### src/dds_fsk_map.svh
`ifndef DDS_FSK_MAP_SVH
`define DDS_FSK_MAP_SVH

// ==========================================================
// Register byte offsets
`define OFS_MODE0_FREQ 8'h00
`define OFS_MODE1_FREQ 8'h04
`define OFS_CONTROL 8'h08
`define OFS_PHASE 8'h0c
`define OFS_SAMPLE 8'h10
`define OFS_SHIFT 8'h14

// ==========================================================
// Field positions and widths
`define ACC_W 24
`define FREQ_W 22
`define DEV_W 8
`define DAC_W 11
`define MOD_SEL_BIT 16
`define ADDR_HI 23
`define ADDR_LO 21

// ==========================================================
// Serial latch addresses
`define LATCH_MODE0 3'h0
`define LATCH_MODE1 3'h1
`define LATCH_CONTROL 3'h2

// ==========================================================
// Reset values
`define RST_FREQ 22'h000000
`define RST_CONTROL 24'h010000
`define RST_ACC 24'h000000

// ==========================================================
// AXI responses
`define RESP_OKAY 2'h0
`define RESP_SLVERR 2'h2

`endif

### src/dds_fsk_pkg.sv
`default_nettype none
package dds_fsk_pkg;

  typedef struct packed {
    logic sclk;
    logic sdata;
    logic strobe;
    logic mode_sel;
    logic tx_data;
    logic standby_n;
  } pin_set_t;

  typedef struct packed {
    logic [21:0] mode0_frequency_setting;
    logic [21:0] mode1_frequency_setting;
    logic [23:0] control_word;
  } settings_t;

endpackage : dds_fsk_pkg
`default_nettype wire

### src/dds_fsk_frequency_synth.sv
// Functional notes
// - 24-bit phase accumulator on reference clock
// - Reference oscillator clock drives all logic
// - Accumulator adds step, wraps, addresses sine
// - 22-bit settings padded with two zero MSBs
// - Mode pin picks mode0 or mode1 setting
// - Modulation select bit 16 zero enables FSK
// - Deviation weighted by four in step
// - Transmit data high adds four times deviation
// - Settings kept through standby
// - Serial rising edge shifts, strobe loads latch
// - 24-bit words MSB first, last 24 kept
`include "dds_fsk_map.svh"
`timescale 1ns/1ps
`default_nettype none

module dds_fsk_frequency_synth (
  input wire logic aclk,
  input wire logic aresetn,
  input wire logic serial_clock,
  input wire logic serial_data,
  input wire logic serial_strobe,
  input wire logic mode_select,
  input wire logic tx_data,
  input wire logic standby_n,
  output logic [`DAC_W-1:0] dac_code,
  output logic [`ACC_W-1:0] phase,
  input wire logic [7:0] s_axi_awaddr,
  input wire logic s_axi_awvalid,
  output logic s_axi_awready,
  input wire logic [31:0] s_axi_wdata,
  input wire logic [3:0] s_axi_wstrb,
  input wire logic s_axi_wvalid,
  output logic s_axi_wready,
  output logic [1:0] s_axi_bresp,
  output logic s_axi_bvalid,
  input wire logic s_axi_bready,
  input wire logic [7:0] s_axi_araddr,
  input wire logic s_axi_arvalid,
  output logic s_axi_arready,
  output logic [31:0] s_axi_rdata,
  output logic [1:0] s_axi_rresp,
  output logic s_axi_rvalid,
  input wire logic s_axi_rready
);

  // ==========================================================
  // Helpers
  function automatic logic [31:0] strobe_merge(input logic [31:0] old_v, input logic [31:0] new_v,
                                               input logic [3:0] be);
    logic [31:0] r;
    r = old_v;
    for (int i = 0; i < 4; i++) begin
      if (be[i]) begin
        r[i*8 +: 8] = new_v[i*8 +: 8];
      end
    end
    return r;
  endfunction : strobe_merge

  function automatic logic mapped(input logic [7:0] a);
    return (a == `OFS_MODE0_FREQ) || (a == `OFS_MODE1_FREQ) || (a == `OFS_CONTROL) ||
           (a == `OFS_PHASE) || (a == `OFS_SAMPLE) || (a == `OFS_SHIFT);
  endfunction : mapped

  function automatic logic [9:0] quarter_amp(input logic [3:0] i);
    logic [9:0] t [16];
    t = '{10'h032, 10'h096, 10'h0f9, 10'h159, 10'h1b6, 10'h20e, 10'h262, 10'h2b0,
          10'h2f7, 10'h337, 10'h370, 10'h3a0, 10'h3c7, 10'h3e5, 10'h3f9, 10'h3fe};
    return t[i];
  endfunction : quarter_amp

  // ==========================================================
  // Pin synchronisers
  dds_fsk_pkg::pin_set_t pins_in;
  dds_fsk_pkg::pin_set_t meta_q, meta_d;
  dds_fsk_pkg::pin_set_t sync_q, sync_d;
  logic sclk_prev_q, sclk_prev_d;
  logic strobe_prev_q, strobe_prev_d;

  always_comb begin
    pins_in = '{sclk: serial_clock, sdata: serial_data, strobe: serial_strobe,
                mode_sel: mode_select, tx_data: tx_data, standby_n: standby_n};
    meta_d = pins_in;
    sync_d = meta_q;
    sclk_prev_d = sync_q.sclk;
    strobe_prev_d = sync_q.strobe;
  end

  always_ff @(posedge aclk) begin
    if (!aresetn) begin
      meta_q <= '0;
      sync_q <= '0;
      sclk_prev_q <= 1'b0;
      strobe_prev_q <= 1'b0;
    end else begin
      meta_q <= meta_d;
      sync_q <= sync_d;
      sclk_prev_q <= sclk_prev_d;
      strobe_prev_q <= strobe_prev_d;
    end
  end

  // ==========================================================
  // Serial shift register and latches, AXI writes
  logic [`ACC_W-1:0] shift_q, shift_d;
  dds_fsk_pkg::settings_t set_q, set_d;
  logic aw_have_q, aw_have_d;
  logic w_have_q, w_have_d;
  logic [7:0] aw_addr_q, aw_addr_d;
  logic [31:0] w_data_q, w_data_d;
  logic [3:0] w_be_q, w_be_d;
  logic bvalid_q, bvalid_d;
  logic [1:0] bresp_q, bresp_d;
  logic awready_q, awready_d;
  logic wready_q, wready_d;
  logic do_write;
  logic [31:0] merged;

  always_comb begin
    shift_d = shift_q;
    set_d = set_q;
    // Data is only sampled on the clock edge, strobe loads at any clock level
    if (sync_q.sclk && !sclk_prev_q) begin
      shift_d = {shift_q[`ACC_W-2:0], sync_q.sdata};
    end
    if (sync_q.strobe && !strobe_prev_q) begin
      unique case (shift_q[`ADDR_HI:`ADDR_LO])
        `LATCH_MODE0: set_d.mode0_frequency_setting = shift_q[`FREQ_W-1:0];
        `LATCH_MODE1: set_d.mode1_frequency_setting = shift_q[`FREQ_W-1:0];
        `LATCH_CONTROL: set_d.control_word = shift_q;
        default: ;
      endcase
    end

    aw_have_d = aw_have_q;
    w_have_d = w_have_q;
    aw_addr_d = aw_addr_q;
    w_data_d = w_data_q;
    w_be_d = w_be_q;
    bvalid_d = bvalid_q;
    bresp_d = bresp_q;
    merged = 32'h0;
    if (s_axi_awvalid && awready_q) begin
      aw_have_d = 1'b1;
      aw_addr_d = s_axi_awaddr;
    end
    if (s_axi_wvalid && wready_q) begin
      w_have_d = 1'b1;
      w_data_d = s_axi_wdata;
      w_be_d = s_axi_wstrb;
    end
    do_write = aw_have_q && w_have_q && !bvalid_q;
    if (do_write) begin
      aw_have_d = 1'b0;
      w_have_d = 1'b0;
      bvalid_d = 1'b1;
      bresp_d = mapped(aw_addr_q) ? `RESP_OKAY : `RESP_SLVERR;
      unique case (aw_addr_q)
        `OFS_MODE0_FREQ: begin
          merged = strobe_merge({10'h000, set_q.mode0_frequency_setting}, w_data_q, w_be_q);
          set_d.mode0_frequency_setting = merged[`FREQ_W-1:0];
        end
        `OFS_MODE1_FREQ: begin
          merged = strobe_merge({10'h000, set_q.mode1_frequency_setting}, w_data_q, w_be_q);
          set_d.mode1_frequency_setting = merged[`FREQ_W-1:0];
        end
        `OFS_CONTROL: begin
          merged = strobe_merge({8'h00, set_q.control_word}, w_data_q, w_be_q);
          set_d.control_word = merged[`ACC_W-1:0];
        end
        default: ;
      endcase
    end else if (bvalid_q && s_axi_bready) begin
      bvalid_d = 1'b0;
    end
    awready_d = !aw_have_d && !bvalid_d;
    wready_d = !w_have_d && !bvalid_d;
  end

  // Settings reset only with aresetn, never by standby
  always_ff @(posedge aclk) begin
    if (!aresetn) begin
      shift_q <= '0;
      set_q <= '{`RST_FREQ, `RST_FREQ, `RST_CONTROL};
      aw_have_q <= 1'b0;
      w_have_q <= 1'b0;
      aw_addr_q <= 8'h00;
      w_data_q <= 32'h0;
      w_be_q <= 4'h0;
      bvalid_q <= 1'b0;
      bresp_q <= `RESP_OKAY;
      awready_q <= 1'b0;
      wready_q <= 1'b0;
    end else begin
      shift_q <= shift_d;
      set_q <= set_d;
      aw_have_q <= aw_have_d;
      w_have_q <= w_have_d;
      aw_addr_q <= aw_addr_d;
      w_data_q <= w_data_d;
      w_be_q <= w_be_d;
      bvalid_q <= bvalid_d;
      bresp_q <= bresp_d;
      awready_q <= awready_d;
      wready_q <= wready_d;
    end
  end

  // ==========================================================
  // Step, accumulator and sine table
  logic [`ACC_W-1:0] step_q, step_d;
  logic [`ACC_W-1:0] acc_q, acc_d;
  logic [`DAC_W-1:0] dac_q, dac_d;
  logic [`FREQ_W-1:0] freq_sel;
  logic [3:0] q_idx;
  logic [9:0] amp;

  always_comb begin
    freq_sel = sync_q.mode_sel ? set_q.mode1_frequency_setting : set_q.mode0_frequency_setting;
    step_d = {2'b00, freq_sel};
    if (!set_q.control_word[`MOD_SEL_BIT] && sync_q.tx_data) begin
      step_d = {2'b00, freq_sel} + {14'h0000, set_q.control_word[`DEV_W-1:0], 2'b00};
    end
    // Only the step changes; phase continues
    acc_d = sync_q.standby_n ? acc_q + step_q : acc_q;
    q_idx = acc_q[`ACC_W-2] ? ~acc_q[`ACC_W-3:`ACC_W-6] : acc_q[`ACC_W-3:`ACC_W-6];
    amp = quarter_amp(q_idx);
    dac_d = acc_q[`ACC_W-1] ? (11'h400 - {1'b0, amp}) : (11'h400 + {1'b0, amp});
  end

  // Reference clock is aclk throughout
  always_ff @(posedge aclk) begin
    if (!aresetn) begin
      step_q <= '0;
      acc_q <= `RST_ACC;
      dac_q <= 11'h400;
    end else begin
      step_q <= step_d;
      acc_q <= acc_d;
      dac_q <= dac_d;
    end
  end

  // ==========================================================
  // AXI read
  logic arready_q, arready_d;
  logic rvalid_q, rvalid_d;
  logic [31:0] rdata_q, rdata_d;
  logic [1:0] rresp_q, rresp_d;

  always_comb begin
    rvalid_d = rvalid_q;
    rdata_d = rdata_q;
    rresp_d = rresp_q;
    if (s_axi_arvalid && arready_q) begin
      rvalid_d = 1'b1;
      rresp_d = mapped(s_axi_araddr) ? `RESP_OKAY : `RESP_SLVERR;
      unique case (s_axi_araddr)
        `OFS_MODE0_FREQ: rdata_d = {10'h000, set_q.mode0_frequency_setting};
        `OFS_MODE1_FREQ: rdata_d = {10'h000, set_q.mode1_frequency_setting};
        `OFS_CONTROL: rdata_d = {8'h00, set_q.control_word};
        `OFS_PHASE: rdata_d = {8'h00, acc_q};
        `OFS_SAMPLE: rdata_d = {21'h000000, dac_q};
        `OFS_SHIFT: rdata_d = {8'h00, shift_q};
        default: rdata_d = 32'h0;
      endcase
    end else if (rvalid_q && s_axi_rready) begin
      rvalid_d = 1'b0;
    end
    arready_d = !rvalid_d;
  end

  always_ff @(posedge aclk) begin
    if (!aresetn) begin
      arready_q <= 1'b0;
      rvalid_q <= 1'b0;
      rdata_q <= 32'h0;
      rresp_q <= `RESP_OKAY;
    end else begin
      arready_q <= arready_d;
      rvalid_q <= rvalid_d;
      rdata_q <= rdata_d;
      rresp_q <= rresp_d;
    end
  end

  assign dac_code = dac_q;
  assign phase = acc_q;
  assign s_axi_awready = awready_q;
  assign s_axi_wready = wready_q;
  assign s_axi_bvalid = bvalid_q;
  assign s_axi_bresp = bresp_q;
  assign s_axi_arready = arready_q;
  assign s_axi_rvalid = rvalid_q;
  assign s_axi_rdata = rdata_q;
  assign s_axi_rresp = rresp_q;

endmodule : dds_fsk_frequency_synth

`default_nettype wire

### config.mk
export PLATFORM = sky130hd
export DESIGN_NAME = dds_fsk_frequency_synth
export DESIGN_NICKNAME = d
export VERILOG_FILES = /design/src/dds_fsk_pkg.sv /design/src/dds_fsk_frequency_synth.sv
export VERILOG_INCLUDE_DIRS = /design/src
export SDC_FILE = /design/constraint.sdc
export NUM_CORES = 1
export LEC_CHECK = 0
export ABC_AREA = 1
export ABC_CLOCK_PERIOD_IN_PS = 5900
export BUFFER_PORTS_ARGS = -buffer_cell sky130_fd_sc_hd__buf_2
export CELL_PAD_IN_SITES_DETAIL_PLACEMENT = 2
export CELL_PAD_IN_SITES_GLOBAL_PLACEMENT = 2
export CORE_ASPECT_RATIO = 0.8
export CORE_MARGIN = 2
export CORE_UTILIZATION = 35
export CTS_BUF_LIST = sky130_fd_sc_hd__clkbuf_4 sky130_fd_sc_hd__clkbuf_8 sky130_fd_sc_hd__clkbuf_16
export DETAILED_ROUTE_END_ITERATION = 12
export PLACE_DENSITY_LB_ADDON = 0.1
export SLEW_MARGIN = 25
export SYNTH_ARGS = -nofsm -noshare
export SYNTH_HDL_FRONTEND = slang
export SYNTH_SLANG_ARGS = --single-unit
### constraint.sdc
create_clock -name aclk -period 5.9 [get_ports aclk]
set_clock_uncertainty 0.1 [all_clocks]
set_input_delay 0.59 -clock aclk [delete_from_list [all_inputs] [get_ports aclk]]
set_output_delay 0.59 -clock aclk [all_outputs]
set_load 0.01 [all_outputs]
# --- After elaboration in Yosys (flattened, before gate mapping) ---
# Memory sizes are Yosys's and may differ from the RTL's.
# Index checks and enable logic that the tools add are counted.
word_totals:
  ff_bits: 242
  mem_bits_ro: 160
  inputBits: 65
  out_inout_bits: 76
  wordCells: 133
  n_memories: 1
op_classes:
  add_sub_neg: 4
  order_cmp: 1
  n_eq_ne: 21
  muxes: 29
  bitwise: 2
  reduce_logical: 34
memory_table:
  columns: ["memory", "depth", "word_bits", "rd", "rd_ports_with_merged_regs", "wr", "line", "text"]
  rows:
  - ["(no name shown)", 16, 10, 1, 0, 0, "dds_fsk_frequency_synth.sv:70", "return t[i];"]
op_table:
  columns: ["operator", "count"]
  rows:
  - ["case mux 24 bit (6 select lines)", 1]
  - ["two-way mux 68 bit", 2]
  - ["two-way mux 22 bit", 6]
  - ["two-way mux 24 bit", 2]
  - ["== test 8 x 4 -> 1 bit, second input constant", 4]
  - ["== test 8 x 5 -> 1 bit, second input constant", 4]
  - ["inequality test 3 bit, second input constant", 9]
  - ["adder 24 x 23 -> 24 bit", 1]
  - ["two-way mux 8 bit", 3]
  - ["adder 22 x 10 -> 23 bit", 1]
  - ["two-way mux 10 bit", 2]
  - ["== test 8 x 3 -> 1 bit, second input constant", 2]
  - ["zero test 8 bit", 2]
  - ["logical AND 1 bit", 12]
  - ["adder 11 x 10 -> 11 bit, first input constant", 1]
  - ["two-way mux 11 bit", 1]
  - ["subtractor 11 x 10 -> 11 bit, first input constant", 1]
  - ["logical OR 1 bit", 10]
  - ["zero test 1 bit", 8]
  - ["two-way mux 1 bit", 8]
  - ["two-way mux 6 bit", 1]
  - [">= comparator 5 bit, second input constant", 1]
  - ["inverter 4 -> 5 bit", 1]
  - ["two-way mux 2 bit", 2]
  - ["other kinds (6)", 6]

# --- Logic depth before layout (Yosys ltp) ---
logic_depth:
  ltp_word: 8
  mapped_depth: 18
  depth_no_buf: 15

# --- Worst setup path after synthesis ---
# No wires, ideal clock.
synth_path:
  path_kind: "register -> register"
  startpoint: "register sync_q[2] in the netlist's numbering"
  endpoint: "register step_q[16]"
  setup_ps: 113
  arrival_time_ps: 2449
  required_time_ps: 5687
  path_slack_ps: 3238
  path_stages_with_launch: 16
  path_buffers: 4
  period_less_slack_ps: 2662
  cell_sequence: "dfxtp_1 buf_6 buf_6 buf_6 clkbuf_1 o21ai_0 ha_1 fa_1 nand2_1 nand2_1 a21oi_1 o21ai_0 nand2_1 nor3_1 nor2_1 nor2_1"
synth_via:
  elab_chain_cells: 3
synth_lines:
  columns: ["item", "line", "text"]
  rows:
  - ["start, declared", "dds_fsk_frequency_synth.sv:77", "dds_fsk_pkg::pin_set_t sync_q, sync_d;"]
  - ["start signal, assigned", "dds_fsk_frequency_synth.sv:98", "sync_q <= sync_d;"]
  - ["two-way mux 22 bit *", "dds_fsk_frequency_synth.sv:220", "freq_sel = sync_q.mode_sel ? set_q.mode1_frequency_setting : set_q.mode0_frequency_setting;"]
  - ["adder 22 x 10 -> 23 bit", "dds_fsk_frequency_synth.sv:223", "step_d = {2'b00, freq_sel} + {14'h0000, set_q.control_word[`DEV_W-1:0], 2'b00};"]
  - ["two-way mux 22 bit *", "dds_fsk_frequency_synth.sv:222", "if (!set_q.control_word[`MOD_SEL_BIT] && sync_q.tx_data) begin"]
  - ["end signal, assigned", "dds_fsk_frequency_synth.sv:239", "step_q <= step_d;"]
  - ["end, declared", "dds_fsk_frequency_synth.sv:212", "logic [`ACC_W-1:0] step_q, step_d;"]
# Every way passes the cells marked *; elsewhere a longest branch is shown, timed or not.
# A chain may end at the register's enable or synchronous reset.

# --- Final worst setup path ---
# Same ends and word-level chain as after synthesis.

==> flow_summary.yaml <==
sta:
  grt_setup_unrepaired: "false"
  setup_tns_ns: 0
  max_slew_margin_pct: 34.9
  min_period_over_period_pct: 55.6
  setup_viol: 0
  maxSlewViolCount: 0
  timing.hold.ws_ns: 0.117
  fmax_mhz: 305
  tightest_slew_ns: 0.970
  min_period_ns: 3.28
  hold_viol: 0
routing:
  drt_wl_total_um: 52300
  num_vias: 13600
  viasPerCell: 5.40
  drtAntennaViolNets: 0
  drt_first_pass_iters: 5
  routedWlPerCell_um: 20.8
  drt_iter0_drc: 850
  remaining_drc_errors: 0
final_layout:
  area_delta_synth_final_pct: 14.1
  n_fill_cell: 4361
  drive_gt1_share_pct: 11.3
  antennaDiodeCount: 0
  layout_common_cells: "457 x nand2_1, 273 x o21ai_0, 232 x dfxtp_1"
  layout.nets: 2118
  layout_commonest_cell: "nand2_1"
floorplanning:
  core_area_sq_um: 35900
  die_area_sq_um: 38000
  fp.dieW_um: 218
  start_util_pct: 35.6
  pin_count: 141
  die_h_um: 175
  rows: 62
global_route:
  grt_max_degree: 82
  grt_usage_pct: 27.5
  overflow: 0
  grt_pass1_vias: 14500
  grt_first_pass_wirelength_um: 82400
  antenna_found_initial: 2
setup_path:
  path_delay_family: "simple AND/OR/NAND/NOR gates"
  crit_start: "sync_q[2]$_SDFF_PN0_"
  arrival_ns: 3.64
  cpPeakStageDelay_ns: 0.79
  reg2reg_to: "step_q[16]$_SDFF_PN0_"
  slowest_stage: "dfxtp_1"
  crit_cells: 13
  cpMostUsedCell: "nand2_1"
  path_max_fanout: 21
  worstPathRequired_ns: 6.25
  rrSetupSlack_ns: 2.62
  cp-endpoint: "step_q[16]$_SDFF_PN0_"
  worst-path-buf-inv: 0
  critical_path.startpoint_type: "flop"
  crit_type: "flop to flop"
  r2r_start: "sync_q[2]$_SDFF_PN0_"
  r2r_cells: 13
  endpoint_kind: "flop"
  path_cells: "nand2_1 -> o21ai_0 -> ha_1 -> fa_1 -> nand2_1 -> nand2_1 -> a21oi_1 -> o21ai_0 -> nand2_1 -> nor3_1 -> nand2_1 -> nand2_1 -> nor2_1"
worst_hold_path:
  hold_path_class: "primary input to flop"
  min_from: "serial_strobe"
cts:
  htreeDepth: 1
  cts_made_buffers: 28
  cts_hold_buf: 0
  clock_sinks: 232
  cts_max_path_buffers: 3
  cts_tree: "done"
  root_buffer: "clkbuf_16"
  cts-resized-gates: 0
  post_cts_buffers: 0
  clk_latency_ns: 0.58
  clk_pin_slew_ns: 0.06
synth:
  synth-seq-area-share_pct: 36.4
  synth_warnings: 0
  synth-async-reset-ratio_pct: 0
  ys_ff_latch: 232
  synth-edff-count: 0
  ys_types: 50
  syn-cell-area_sq_um: 12800
  synth_cells: 1934
  synth-main-ff-cell: "dfxtp_1"
  syn_area_per_cell_sq_um: 6.60
pwr:
  leakage_uw: 0.00622
  power_density_nw_per_um2: 266
  peakVddDrop_mv: 0.232
run_status:
  status: "finished clean"
placement:
  dpl.hpwl_um: 38800
  place.gp.congestion: 0.909
  portBuffers: 121
run:
  drv_cap: 0
-- kinds of logic (layout without fill, tap and decap cells) --
kind of cell    count (synthesis)  after routing  synth area share (%)
xor+xnor                       15             15                  1.03
buf+inv                       301            392                  9.91
compound gates                546            546                  22.4
flops                         232            232                  36.4
simple gates                  798            798                  26.1
other cells                     1             10                0.0294
fa+ha+maj                      41             41                  4.13
-- worst min-delay path by stage --
stage	to	depth (start not counted)	slack (ns)
5_1_grt	meta_q[2]$_SDFF_PN0_	3	0.11
4_1_cts	meta_q[3]$_SDFF_PN0_	3	0.10
2_1_floorplan	sclk_prev_d$_SDFF_PN0_	2	0.29
6_report	meta_q[3]$_SDFF_PN0_	3	0.12
3_3_place_gp	sync_q[4]$_SDFF_PN0_	2	0.30
3_5_place_dp	strobe_prev_d$_SDFF_PN0_	2	0.30
-- Yosys cell counts, drive strengths merged, types with 10 or more instances --
cell    count  share of area [%]
a211oi     10               0.59
a21oi     189                7.4
buf        39                2.2
clkbuf     57                1.7
dfxtp     232                 36
ha         39                3.8
inv       203                6.0
nand2     468                 14
nand3      81                3.4
nand4      13               0.64
nor2      203                6.4
nor3       21                1.0
o211ai     15               0.88
o21ai     296                 12
o22ai      15               0.73
xor2       12               0.82
-- flip-flops by register name (all words and copies together), names as in the netlist, 3 cells and up --
signal       flops
aw_addr_q        8
dac_code        11
meta_q           6
phase           24
s_axi_rdata     24
set_q           68
shift_q         24
step_q          23
sync_q           4
w_be_q           3
w_data_q        24
-- metal layers --
metal  global-route usage (%)  share of wire [%]  up-vias
met4                     6.85                2.5        2
met1                     37.0                 46     6756
met5                        0              0.031        -
met2                     46.4                 47      253
met3                     3.81                4.2       72
li1                         -                  -     6482
-- tightest hold or removal path, stage by stage --
cell and delay, ns:
buf_2 0.08, nand2_1 0.04, inv_1 0.04
-- stage by stage --
| stage | cell area, sq um | cells | total power (uW) | setup slack, ns | utilization (%) |
|---|---|---|---|---|---|
| 3_3_place_gp | 13600 | 2462 | 2110 | 2.64 | 38.0 |
| 6_report | 14600 | 2514 | 3880 | 2.62 | 40.6 |
| 3_5_place_dp | 13600 | 2462 | 2130 | 2.57 | 38.0 |
| 2_1_floorplan | 12800 | 1943 | 1970 | 3.24 | - |
| 5_1_grt | 14600 | 2514 | 4040 | 2.34 | 40.6 |
| 4_1_cts | 14600 | 2514 | 3910 | 2.66 | 40.6 |
-- layout make-up --
type	instances	area, sq um	share of cell area [%]
multi-input cells	1410	6910	47.4
flip-flops and latches	232	4640	31.9
clock buffers	47	880	6.04
inverters	205	776	5.32
repair buffers	135	713	4.89
well taps	480	601	4.12
clock inverters	5	53.8	0.369
-- power breakdown --
| part | total, uW | internal [uW] | switching [uW] |
|---|---|---|---|
| Sequential | 1700 | 1630 | 67.1 |
| Combinational | 403 | 125 | 278 |
| Clock | 1780 | 1060 | 722 |
(Power assumes the default switching activity.)
